## config.mk

```make
export PLATFORM = sky130hd
export DESIGN_NAME = carr_regs
export DESIGN_NICKNAME = d
export VERILOG_FILES = /design/src/carr_pkg.sv /design/src/carr_regs.sv /design/src/carr_result_mem.sv
export SDC_FILE = /design/constraint.sdc
export NUM_CORES = 1
export LEC_CHECK = 0
export ABC_AREA = 1
export BUFFER_PORTS_ARGS = -buffer_cell sky130_fd_sc_hd__buf_4
export CAP_MARGIN = 20
export CORE_MARGIN = 2
export CORE_UTILIZATION = 42
export DETAILED_ROUTE_END_ITERATION = 8
export GPL_ROUTABILITY_DRIVEN = 0
export PLACE_DENSITY = 0.59
export REMOVE_ABC_BUFFERS = 1
export SETUP_SLACK_MARGIN = 0.4
export SYNTH_ARGS = -nofsm -noshare
export SYNTH_HDL_FRONTEND = slang
export SYNTH_HIERARCHICAL = 1
export SYNTH_SLANG_ARGS = --single-unit
export TNS_END_PERCENT = 100
```

## constraint.sdc

```tcl
create_clock -name REF_CLK -period 1.2 [get_ports REF_CLK]
set_clock_uncertainty 0.15 [all_clocks]
set_input_delay 0.18 -clock REF_CLK [delete_from_list [all_inputs] [get_ports REF_CLK]]
set_output_delay 0.18 -clock REF_CLK [all_outputs]
set_load 0.01 [all_outputs]
```

## src/carr_pkg.sv

```systemverilog
// constants shared by the charger result register bank
package carr_pkg;
  localparam int CARR_AW = 8;
  localparam int CARR_DW = 8;
  localparam int CARR_RES_W = 16;
  localparam int CARR_ENTRY_N = 3;
  localparam int CARR_IDX_W = 2;
  localparam logic [CARR_AW-1:0] CARR_OUTPUT_VOLTAGE_LOW_ADDR = 8'h1D;
  localparam logic [CARR_AW-1:0] CARR_BATTERY_VOLTAGE_HIGH_ADDR = 8'h1E;
  localparam logic [CARR_AW-1:0] CARR_BATTERY_VOLTAGE_LOW_ADDR = 8'h1F;
  localparam logic [CARR_AW-1:0] CARR_BATTERY_CURRENT_HIGH_ADDR = 8'h20;
  localparam logic [CARR_AW-1:0] CARR_BATTERY_CURRENT_LOW_ADDR = 8'h21;
  localparam logic [CARR_IDX_W-1:0] CARR_IDX_OUTPUT_VOLTAGE = 2'h0;
  localparam logic [CARR_IDX_W-1:0] CARR_IDX_BATTERY_VOLTAGE = 2'h1;
  localparam logic [CARR_IDX_W-1:0] CARR_IDX_BATTERY_CURRENT = 2'h2;
  localparam int CARR_SIGN_BIT = 15;
  localparam int CARR_HIGH_LSB = 8;
  localparam int CARR_LOW_LSB = 0;
  localparam logic [CARR_RES_W-1:0] CARR_RES_RESET = 16'h0000;
  localparam logic [CARR_DW-1:0] CARR_RDATA_RESET = 8'h00;
  localparam logic [CARR_DW-1:0] CARR_UNMAPPED_DATA = 8'h00;
endpackage

```

## src/carr_regs.sv

```systemverilog
// read-only measurement result registers of the charger converter
`timescale 1ns/1ps
module carr_regs
  import carr_pkg::*;
#(
  parameter int RES_W = CARR_RES_W
) (
  input wire logic REF_CLK,
  input wire logic RSTN,
  input wire logic RES_WR,
  input wire logic [CARR_IDX_W-1:0] RES_SEL,
  input wire logic [RES_W-1:0] RES_DATA,
  input wire logic REG_RST_CMD,
  input wire logic REG_RD,
  input wire logic REG_WR,
  input wire logic [CARR_AW-1:0] REG_ADDR,
  input wire logic [CARR_DW-1:0] REG_WDATA,
  output logic [CARR_DW-1:0] REG_RDATA,
  output logic REG_RVALID,
  output logic REG_RHIT
);
  logic [CARR_IDX_W-1:0] rd_idx;
  logic rd_high;
  logic rd_hit;
  logic [RES_W-1:0] mem_rdata;
  logic pend_reg;
  logic pend_high_reg;
  logic pend_hit_reg;

  initial begin
    if (RES_W != 2 * CARR_DW) begin
      $error("carr_regs: RES_W must be two register bytes");
    end
  end

  // address to {hit, high byte, entry}
  function automatic logic [CARR_IDX_W+1:0] map_addr(input logic [CARR_AW-1:0] a);
    logic [CARR_IDX_W+1:0] m;
    m = '0;
    unique case (a)
      CARR_OUTPUT_VOLTAGE_LOW_ADDR: m = {1'b1, 1'b0, CARR_IDX_OUTPUT_VOLTAGE};
      CARR_BATTERY_VOLTAGE_HIGH_ADDR: m = {1'b1, 1'b1, CARR_IDX_BATTERY_VOLTAGE};
      CARR_BATTERY_VOLTAGE_LOW_ADDR: m = {1'b1, 1'b0, CARR_IDX_BATTERY_VOLTAGE};
      CARR_BATTERY_CURRENT_HIGH_ADDR: m = {1'b1, 1'b1, CARR_IDX_BATTERY_CURRENT};
      CARR_BATTERY_CURRENT_LOW_ADDR: m = {1'b1, 1'b0, CARR_IDX_BATTERY_CURRENT};
      default: m = '0;
    endcase
    return m;
  endfunction

  always_comb begin
    {rd_hit, rd_high, rd_idx} = map_addr(REG_ADDR);
  end

  // host write port never reaches the store
  carr_result_mem #(
    .W(RES_W),
    .DEPTH(CARR_ENTRY_N),
    .AW(CARR_IDX_W)
  ) u_mem (
    .clk(REF_CLK),
    .rst_n(RSTN),
    .clr(REG_RST_CMD),
    .wr_en(RES_WR),
    .wr_idx(RES_SEL),
    .wr_data(RES_DATA),
    .rd_idx(rd_idx),
    .rd_data(mem_rdata)
  );

  always_ff @(posedge REF_CLK or negedge RSTN) begin
    if (!RSTN) begin
      pend_reg <= 1'b0;
      pend_high_reg <= 1'b0;
      pend_hit_reg <= 1'b0;
    end else begin
      pend_reg <= REG_RD;
      pend_high_reg <= rd_high;
      pend_hit_reg <= rd_hit;
    end
  end

  // byte lane select of the stored result
  always_ff @(posedge REF_CLK or negedge RSTN) begin
    if (!RSTN) begin
      REG_RDATA <= CARR_RDATA_RESET;
      REG_RVALID <= 1'b0;
      REG_RHIT <= 1'b0;
    end else begin
      REG_RVALID <= pend_reg;
      REG_RHIT <= pend_reg && pend_hit_reg;
      if (!pend_reg) begin
        REG_RDATA <= REG_RDATA;
      end else if (!pend_hit_reg) begin
        REG_RDATA <= CARR_UNMAPPED_DATA;
      end else if (pend_high_reg) begin
        REG_RDATA <= mem_rdata[CARR_SIGN_BIT -: CARR_DW];
      end else begin
        REG_RDATA <= mem_rdata[CARR_LOW_LSB +: CARR_DW];
      end
    end
  end

  logic unused_wr;
  assign unused_wr = REG_WR ^ (^REG_WDATA);
endmodule // carr_regs

```

## src/carr_result_mem.sv

```systemverilog
// small result store with registered read data
`timescale 1ns/1ps
module carr_result_mem #(
  parameter int W = 16,
  parameter int DEPTH = 3,
  parameter int AW = 2
) (
  input wire logic clk,
  input wire logic rst_n,
  input wire logic clr,
  input wire logic wr_en,
  input wire logic [AW-1:0] wr_idx,
  input wire logic [W-1:0] wr_data,
  input wire logic [AW-1:0] rd_idx,
  output logic [W-1:0] rd_data
);
  logic [W-1:0] mem_reg [DEPTH];

  initial begin
    if (DEPTH < 1 || DEPTH > (1 << AW)) begin
      $error("carr_result_mem: DEPTH does not fit AW");
    end
  end

  for (genvar i = 0; i < DEPTH; i++) begin : g_entry
    always_ff @(posedge clk or negedge rst_n) begin
      if (!rst_n) begin
        mem_reg[i] <= '0;
      end else if (wr_en && wr_idx == AW'(i)) begin
        // new result beats a same-cycle clear
        mem_reg[i] <= wr_data;
      end else if (clr) begin
        mem_reg[i] <= '0;
      end
    end
  end

  always_ff @(posedge clk or negedge rst_n) begin
    if (!rst_n) begin
      rd_data <= '0;
    end else if (int'(rd_idx) < DEPTH) begin
      rd_data <= mem_reg[rd_idx];
    end else begin
      rd_data <= '0;
    end
  end
endmodule // carr_result_mem

```

; Word-level counts from Yosys, hierarchy flattened
; Cells that the tools add are included.
[word_totals]
register_bits = 77
inputBits = 40
out_inout_bits = 10
[classes]
n_lt_le_gt_ge = 2
n_eq_ne = 7
n_mux = 11
bitwise = 1
n_reduce_logical = 8
[ops]
columns = op, count
row1 = $mux 16, 7
row2 = $bmux 16 s2, 1
row3 = $eq 8x5->1 const B, 3
row4 = $pmux 4 s5, 1
row5 = $eq 8x6->1 const B, 2
row6 = $mux 8, 2
row7 = $reduce_bool 2->1, 3
row8 = $logic_and 1x1->1, 4
row9 = $ge 3x3->1 const B, 1
row10 = $not 2->3, 1
row11 = $eq 2x1->1 const B, 1
row12 = $eq 2x2->1 const B, 1
row13 = $logic_not 2->1, 1
row14 = $lt 2x2->1 const B, 1

; Logic depth before layout (Yosys ltp)
; Gate-level depths: netlist of run 1.
[logic_depth]
word_depth = 7
mapped_depth = 10
mapped_depth_nobuf = 9

; Modules after synthesis
; Netlist of run 1, hierarchy kept.
[by_module_without_submodules]
columns = mod, instances, cells_each, area_per_inst_um2, seq_area_each_um2
row1 = carr_result_mem, 1, 307, 2856.5, 1601.5
row2 = carr_regs, 1, 87, 648.1, 325.3

; Worst setup path before layout of run 1
; OpenSTA, ideal clock, no wires.
[synth_path]
kind = input port to flip-flop
start = input REG_ADDR[4]
end = register u_mem.rd_data[0]
setup_time_ps = 76
arrival_time_ps = 1044
slack_ps = -70
stages = 10
path_buffers = 1
path_cell_list = inv_1 nand2_1 nor2_1 nand2_1 inv_1 inv_1 nor2_4 buf_2 nand2_1 o21ai_1
[synth_via]
elab_chain_cells = 7
elab_cells_between_ends = 12
[synth_rtl]
columns = element, line
row1 = "start, declared", carr_regs.sv:16  ; input wire logic [CARR_AW-1:0] REG_ADDR,
row2 = $eq 8x6->1 / $eq 8x5->1 (equally long branches), carr_regs.sv:40  ; unique case (a)
row3 = $pmux 4 s5 *, carr_regs.sv:40
row4 = via rd_idx[1], carr_regs.sv:22  ; logic [CARR_IDX_W-1:0] rd_idx;
row5 = $not 2->3 (implied by the code), carr_result_mem.sv:42  ; rd_data <= mem_reg[rd_idx];
row6 = $bmux 16 s2, carr_result_mem.sv:42
row7 = $mux 16 (implied by the code) (2 in series), carr_result_mem.sv:42
row8 = $mux 16 *, carr_result_mem.sv:41  ; end else if (int'(rd_idx) < DEPTH) begin
row9 = "end signal, assigned", carr_result_mem.sv:42
row10 = "end, declared", carr_result_mem.sv:15  ; output logic [W-1:0] rd_data
; The timed path passes the listed nets; every way through them passes the cells marked *. The select of a mux whose other input is x is not followed.
; A chain may end at the register's enable or synchronous reset.

; Worst setup path after layout of run 1
[layout_path]
start = register REG_RDATA[7]
end = output REG_RDATA[7]
[layout_rtl]
columns = element, line
row1 = "start, declared", carr_regs.sv:18  ; output logic [CARR_DW-1:0] REG_RDATA,
row2 = "start signal, assigned", carr_regs.sv:97  ; REG_RDATA <= mem_rdata[CARR_SIGN_BIT -: CARR_DW];
row3 = "start signal, assigned", carr_regs.sv:99  ; REG_RDATA <= mem_rdata[CARR_LOW_LSB +: CARR_DW];
; No word-level cell between the ends.

==> run_results.csv, run 1 <==
group,metric,value,unit
run_status,status,"finished with violations",
run_status,violations,"hold timing",
yosys,synth_flop_cell,"dfrtp_1",
floorplan,die_w,95.3,µm
timing,hold_viol_final,124,
route,first_pass_iters,4,
timing,finalSetupViolations,0,
grt,overflow,0,
cells_and_area,finalNonFillerCells,566,
clocking,tritoncts,"yes",
critical_path,cp.arrival,0.87,ns
timing,min_period,1.20,ns
route,wl,9160,µm
timing,holdWs,-0.475,ns
grt,grt_pass1_wl,14800,µm
cells_and_area,syn2layout_area_growth,35.0,%
critical_path,worstSetupPathType,"reg -> out",
placed_design,io_buffers,40,
route,num_vias,2998,
clocking,max-clock-path-buffers,2,
timing,max_slew.worst_pin.slew,0.276,ns
yosys,netlist_top_cells_count,"dfrtp_1 (77), nand2_1 (73), nand3_1 (67)",
yosys,ys_types,19,
critical_path,slowest_delay,0.40,ns
floorplan,die_y,95.3,µm
timing,finalMaxSlewViolations,0,
timing,rsz0062_at_grt,"yes",
clocking,cts_hold_buf,1,
cells_and_area,final_nets,496,
cells_and_area,diodes,0,
placed_design,placed_cells,534,
placed_design,dp_hpwl,5700,µm
pwr,pwr-share-seq,52.6,%
clocking,h-tree-depth,3,
yosys,synth-edff-count,0,
critical_path,cp_slowest_cell,"dfrtp_1",
grt,grt_max_degree,31,
clocking,root_buffer,"clkbuf_8",
clocking,cts.sinks,77,
pwr,p_comb_share,11.0,%
min_path,hold_class,"in -> async",
critical_path,setup.worst_path.end_class,"output pin",
yosys,synth_area_leaders,"dfrtp_1 (55%), nand3_1 (9.6%), nand2_1 (7.8%)",
yosys,synth_most_common_cell,"dfrtp_1",
critical_path,crit_required,0.87,ns
floorplan,die-area,9090,µm²
yosys,synth_top_area_share,55.0,%
critical_path,path_max_fanout,2,
timing,relSlewSlack,81.4,%
floorplan,row_count,33,
pwr,finalPower,5.33,mW
yosys,yosysTopAreaCell,"dfrtp_1",
run,max-cap-violations,0,
critical_path,crit_family,"flip-flops",
pwr,p_clk_share,36.4,%
pwr,p_switching,1.40,mW
floorplan,initial_utilization,43.1,%
route,drc,0,
route,ant_nets,0,
floorplan,core_area,8130,µm²
clocking,cts_buffers,9,
critical_path,start_kind,"register",
critical_path,path_buf_inv,1,
route,wl_per_cell,16.2,µm
yosys,ys_warn_count,6,
yosys,ys_async_sr_fraction,100,%
cells_and_area,drive_above_1_share,35.6,%
pwr,ir_worst_vdd,0.593,mV
yosys,seq_area_frac_synth,55.0,%
grt,grt_use_total,21.8,%
timing,period_share,99.6,%
timing,fmax,836,MHz
pwr,p_int,3.93,mW
route,initialDrtViolationCount,160,
grt,grt_pass1_vias,2967,
yosys,syn_inst,394,
critical_path,worstPathCellList,"buf_6",
yosys,syn_area,3500,µm²
pwr,power_leakage,2.50,nW
route,viasPerCell,5.30,
clocking,clock_latency,0.34,ns
yosys,yosys_register_bits,77,
yosys,avgSynthCellArea,8.89,µm²
pwr,p_sw_share,26.3,%
pwr,p_per_area,1130,nW/µm²
grt,antenna_found_initial,0,
clocking,path_clk_slew,0.08,ns
cells_and_area,largest_register_ffs,48,
floorplan,io_pins,50,
==> worst paths after layout <==
path | start | end | slack (ns) | cells after the start
min in group REF_CLK | RES_DATA[6] | u_mem/mem_reg[38]$_DFFE_PN0P_ | -0.07 | 3
min | RSTN | REG_RDATA[6]$_DFFE_PN0P_ | -0.47 | 1
min reg2reg | u_mem/rd_data[10]$_DFF_PN0_ | REG_RDATA[2]$_DFFE_PN0P_ | 0.31 | 2
max reg2reg | pend_high_reg$_DFF_PN0_ | REG_RDATA[5]$_DFFE_PN0P_ | 0.07 | 5
max | REG_RDATA[7]$_DFFE_PN0P_ | REG_RDATA[7] | 0.004 | 1
max in group asynchronous | RSTN | pend_hit_reg$_DFF_PN0_ | 0.96 | 2
==> power by group through the flow <==
stage	registers, mW	logic (mW)	clock network, mW
after detailed placement	2.83	0.523	0
after floorplan	2.81	0.183	0
after global placement	2.83	0.513	0
final	2.80	0.586	1.94
after CTS	2.79	0.563	1.99
after global routing	2.82	0.649	2.13
==> cell type report <==
| class | count | area [µm²] |
|---|---|---|
| inverter | 22 | 92.6 |
| timing repair buffer | 77 | 826 |
| multi-input combinational | 269 | 1550 |
| tap | 105 | 131 |
| sequential | 77 | 1930 |
| fill | 716 | 3400 |
| clock buffer | 9 | 124 |
| clock inverter | 7 | 73.8 |
==> metrics by stage <==
stage	util (%)	area, µm²	setup slack (ns)	TNS [ns]	hold slack (ns)
floorplan	-	3310	-0.109	-6.54	-0.266
global placement	49.1	4000	-0.222	-2.66	-0.109
detailed placement	49.1	4000	-0.274	-3.18	-0.105
CTS	56.1	4560	-0.0148	-0.0577	-0.485
global route	58.1	4730	-0.0473	-0.304	-0.489
finish	58.1	4730	0.00436	0	-0.475
==> layer usage <==
metal / wire length, µm / part of all wire, % / vias up / GRT usage [%]
met1: 4040 / 44 / 1431 / 28.8
met5: 0 / 0 / - / 0
met3: 495 / 5.4 / 11 / 6.88
met4: 98 / 1.1 / 0 / 6.88
met2: 4530 / 49 / 89 / 34.2
li1: - / - / 1467 / -
==> kinds of logic (layout without fill, tap and decap cells) <==
family                 count (synthesis)  in the layout  share of synthesized area, %
AND/OR/NAND/NOR                      220            221                          30.2
flip-flops                            77             77                          55.0
buffers and inverters                 49            115                          7.96
AO/OA/AOI/OAI                         48             48                          6.85
==> cells in the final DEF (no fill, tap or decap), types with 9 or more instances in the layout <==
cell type,count
nand2_4,14
buf_6,24
dfrtp_1,74
nand2_1,54
o21ai_2,13
nor2_1,28
clkbuf_8,9
buf_4,40
nand3_1,60
nand4_1,32
o21ai_0,14
o21ai_1,21
inv_1,12
==> what timing repair did <==
item	CTS	global route
endpoints found under the hold margin	127	124
gates cloned	3	0
setup buffers	11	1
resized for setup	87	40
pin swaps	24	29
endpoints found under the setup margin	39	78
Power figures use the tool's default switching activity.
==> inputs of run 2 (changes only) <==
- CAP_MARGIN: 20 -> not set
- GPL_TIMING_DRIVEN: not set -> 0
==> run_results.csv, run 2 (same netlist as run 1, synthesis figures left out) <==
group,metric,value,unit
cells_and_area,drive_above_1_share,44.7,%
placed_design,io_buffers,40,
min_path,hold_class,"in -> async",
cells_and_area,final_nets,507,
critical_path,slowest_delay,0.40,ns
floorplan,initial_utilization,43.1,%
floorplan,die-area,9090,µm²
run_status,violations,"hold timing, setup timing",
timing,hold_viol_final,124,
clocking,cts_hold_buf,1,
floorplan,die_w,95.3,µm
route,wl,10700,µm
route,met2_length,5560,µm
floorplan,core_area,8130,µm²
critical_path,crit_required,0.87,ns
placed_design,dp_hpwl,4840,µm
timing,max_slew.worst_pin.slew,0.705,ns
critical_path,path_buf_inv,1,
route,drc,0,
clocking,cts.sinks,77,
grt,grt_pass1_wl,16400,µm
cells_and_area,final.fill_count,644,
cells_and_area,mostFrequentLayoutCells,"dfrtp_1 (75), nand3_1 (59), nand2_1 (53)",
placed_design,place_ws,-0.820,ns
grt,grt_use_total,24.5,%
critical_path,reg2reg_depth,5,
clocking,root_buffer,"clkbuf_8",
critical_path,cp.arrival,0.87,ns
pwr,p_per_area,1000,nW/µm²
floorplan,row_count,33,
cells_and_area,final_common_cell,"dfrtp_1",
timing,tns,-0.00378,ns
critical_path,cp_slowest_cell,"dfrtp_1",
pwr,finalPower,5.29,mW
timing,rsz0062_at_grt,"yes",
placed_design,placed_cells,512,
grt,antenna_found_initial,0,
run_status,status,"finished with violations",
placed_design,placed_cell_area,3740,µm²
route,drt-met1-wl,4320,µm
cells_and_area,syn2layout_area_growth,50.2,%
clocking,max-clock-path-buffers,2,
timing,finalMaxSlewViolations,0,
pwr,ir_worst_vdd,0.845,mV
grt,grt_max_degree,78,
route,ant_nets,0,
timing,holdWs,-0.314,ns
pwr,power_leakage,2.65,nW
timing,fmax,832,MHz
route,viasPerCell,5.61,
route,num_vias,3223,
timing,min_period,1.20,ns
critical_path,crit_family,"flip-flops",
clocking,cts_buffers,9,
clocking,h-tree-depth,3,
grt,grt_pass1_vias,3148,
clocking,path_clk_slew,0.07,ns
critical_path,worstReg2RegEnd,"REG_RDATA[7]$_DFFE_PN0P_",
cells_and_area,final_cell_area,5270,µm²
grt,overflow,0,
cells_and_area,diodes,0,
route,highest_layer,"met4",
timing,timing.final.ws_setup,-0.00226,ns
critical_path,worstSetupPathType,"reg -> out",
route,initialDrtViolationCount,229,
clocking,tritoncts,"yes",
cells_and_area,final_util,64.7,%
critical_path,start_kind,"register",
run,max-cap-violations,0,
floorplan,die_y,95.3,µm
cells_and_area,finalNonFillerCells,575,
critical_path,path_max_fanout,2,
route,wl_per_cell,18.5,µm
timing,finalSetupViolations,2,
critical_path,setup.worst_path.end_class,"output pin",
cells_and_area,largest_register_ffs,48,
critical_path,worstPathCellList,"buf_6",
floorplan,io_pins,50,
route,wl_met3,625,µm
route,first_pass_iters,4,
critical_path,r2r_start,"pend_high_reg$_DFF_PN0_",
timing,relSlewSlack,53.0,%
clocking,clock_latency,0.36,ns
timing,period_share,100,%
critical_path,r2r_slack,0.08,ns
run 2: layer usage:
metal  vias to the layer above  track usage [%]
met2                       108             39.7
met4                         0             8.21
met1                      1605             32.5
li1                       1493                -
met3                        17             5.53
met5                         -                0
run 2: how the worst max path moves through the flow:
stage | from | endpoint | slack [ns] | cells after the start
after CTS | REG_RDATA[6]$_DFFE_PN0P_ | REG_RDATA[6] | -0.02 | 1
after detailed placement | REG_ADDR[2] | u_mem/rd_data[15]$_DFF_PN0_ | -0.82 | 8
after global routing | REG_RDATA[6]$_DFFE_PN0P_ | REG_RDATA[6] | -0.05 | 1
after global placement | REG_ADDR[2] | u_mem/rd_data[15]$_DFF_PN0_ | -0.81 | 8
after floorplan | REG_ADDR[2] | u_mem/rd_data[11]$_DFF_PN0_ | -0.11 | 7
final | REG_RDATA[6]$_DFFE_PN0P_ | REG_RDATA[6] | -0.002 | 1
run 2: cell type report:
type	count	area, µm²	share of cell area [%]
Multi-Input combinational cell	271	1920	36.4
Sequential cell	77	1930	36.6
Clock buffer	12	155	2.95
Timing Repair inverter	1	20.0	0.380
Inverter	22	150	2.85
Tap cell	105	131	2.50
Clock inverter	2	10.0	0.190
Timing Repair Buffer	85	953	18.1
run 2: timing repair:
item,CTS,global route
pin swaps,47,40
buffers inserted,33,8
hold endpoints to repair,128,126
gates resized for setup,168,103
gates cloned,6,1
endpoints found under the setup margin,84,85
run 2: where the power goes:
group          internal [mW]  switching [mW]
registers               2.71           0.105
clock network          0.836           0.932
logic                  0.297           0.407
==> inputs of run 3 (changes only) <==
- clock period: 1.2 -> 1.4 ns (I/O delays scaled with it)
==> run_results.csv, run 3 (same netlist as run 1, synthesis figures left out) <==
group,metric,value,unit
clocking,cts_buffers,9,
critical_path,start_kind,"input port",
timing,finalMaxSlewViolations,0,
run,max-cap-violations,0,
grt,overflow,0,
timing,timing.final.ws_setup,0.151,ns
critical_path,cp.arrival,1.36,ns
timing,period_share,89.2,%
critical_path,crit_required,1.51,ns
cells_and_area,largest_register_ffs,48,
floorplan,die_y,95.3,µm
cells_and_area,mostFrequentLayoutCells,"dfrtp_1 (75), nand3_1 (65), nand2_1 (54)",
timing,relSlewSlack,54.2,%
floorplan,die-area,9090,µm²
grt,grt_use_total,24.0,%
run_status,violations,"hold timing",
clocking,path_clk_slew,0.07,ns
timing,rsz0062_at_grt,"yes",
timing,holdWs,-0.268,ns
timing,hold_viol_final,77,
floorplan,io_pins,50,
pwr,p_per_area,883,nW/µm²
critical_path,slowest_delay,0.19,ns
clocking,h-tree-depth,3,
critical_path,path_max_fanout,5,
timing,fmax,801,MHz
pwr,finalPower,4.47,mW
cells_and_area,diodes,0,
min_path,hold_class,"in -> async",
route,wl,10100,µm
pwr,ir_worst_vdd,0.574,mV
grt,grt_max_degree,78,
cells_and_area,syn2layout_area_growth,44.4,%
floorplan,initial_utilization,43.1,%
placed_design,placed_cells,512,
clocking,cts.sinks,77,
placed_design,place_ws,-0.650,ns
cells_and_area,drive_above_1_share,36.6,%
clocking,root_buffer,"clkbuf_8",
grt,grt_pass1_wl,16200,µm
route,first_pass_iters,5,
run_status,status,"finished with violations",
route,viasPerCell,5.43,
critical_path,r2r_slack,0.29,ns
grt,antenna_found_initial,0,
clocking,max-clock-path-buffers,2,
cells_and_area,final_common_cell,"dfrtp_1",
placed_design,dp_hpwl,4840,µm
route,ant_nets,0,
route,initialDrtViolationCount,237,
critical_path,cp_slowest_cell,"nor2_4",
floorplan,die_w,95.3,µm
clocking,cts_hold_buf,21,
pwr,power_leakage,2.61,nW
floorplan,row_count,33,
clocking,clock_latency,0.34,ns
critical_path,worstSetupPathType,"in -> reg",
timing,min_period,1.25,ns
route,wl_per_cell,17.4,µm
cells_and_area,finalNonFillerCells,580,
floorplan,core_area,8130,µm²
route,num_vias,3149,
route,drc,0,
timing,tns,0,ns
placed_design,io_buffers,40,
grt,grt_pass1_vias,3127,
timing,max_slew.worst_pin.slew,0.687,ns
clocking,tritoncts,"yes",
critical_path,setup.worst_path.end_class,"register",
critical_path,worstPathCellList,"buf_8, inv_6, nand2_4, nor2_4, nand2_2, inv_2, clkinvlp_4, nor2_4, buf_12, buf_16, nand2_4, o21ai_2",
cells_and_area,final_nets,512,
timing,finalSetupViolations,0,
==> run 3: cell count changes in the layout (fill, tap and decap cells not counted), moves of 2 or more <==
cell / delta
nand3_1: +6
nor2_1: +12
buf_8: -9
dlymetal6s4s_1: +4
buf_12: -5
o21ai_4: +3
o21ai_2: -5
nor2_4: -12
dlygate4sd3_1: +16
nand2_4: -3
nand2_2: +2
nand3_2: -6
==> run 3: per-stage QoR <==
stage	cell area [µm²]	hold WS, ns	util [%]
after floorplan	3310	-0.236	-
after global placement	3740	0.171	46.0
after detailed placement	3740	0.172	46.0
after CTS	4760	-0.115	58.6
after global routing	5060	-0.221	62.2
final	5060	-0.268	62.2
==> run 3: path summary, 6_finish.rpt <==
check	end	cells past startpoint	from
min reg2reg	REG_RDATA[1]$_DFFE_PN0P_	2	u_mem/rd_data[9]$_DFF_PN0_
min in group REF_CLK	pend_hit_reg$_DFF_PN0_	4	REG_ADDR[2]
max in group asynchronous	pend_high_reg$_DFF_PN0_	1	RSTN
max	u_mem/rd_data[11]$_DFF_PN0_	12	REG_ADDR[4]
min	REG_RDATA[0]$_DFFE_PN0P_	1	RSTN
max reg2reg	REG_RDATA[7]$_DFFE_PN0P_	5	pend_high_reg$_DFF_PN0_
==> run 3: layout make-up <==
type	count	area, µm²
clock buffer	12	155
fill	679	3070
inverter	22	118
tap	105	131
multi-input combinational	270	1780
timing repair buffer	92	938
clock inverter	2	10.0
sequential	77	1930
==> run 3: metal layers <==
layer / part of all wire (%) / track usage (%) / vias up
met3: 4.7 / 5.45 / 15
met1: 42 / 32.0 / 1550
li1: - / - / 1490
met2: 52 / 39.3 / 94
met5: 0 / 0 / -
met4: 1.6 / 6.76 / 0
==> run 3: critical path: cells and delay by family <==
| kind | cells | cell delay (ns) |
|---|---|---|
| compound gates | 1 | 0.07 |
| buf+inv | 6 | 0.60 |
| simple gates | 5 | 0.47 |
==> run 3: timing repair <==
action | CTS | global route
endpoints found under the setup margin | 82 | 66
endpoints found under the hold margin | 126 | 77
gates resized for setup | 130 | 67
buffers inserted | 25 | 3
cloned | 5 | 0
pin swaps | 14 | 20
==> run 3: power breakdown <==
group / switching [mW] / total (mW) / leakage [nW] / internal [mW]
clock network: 0.770 / 1.49 / 0.0881 / 0.717
registers: 0.0780 / 2.40 / 1.04 / 2.33
logic: 0.331 / 0.580 / 1.48 / 0.248
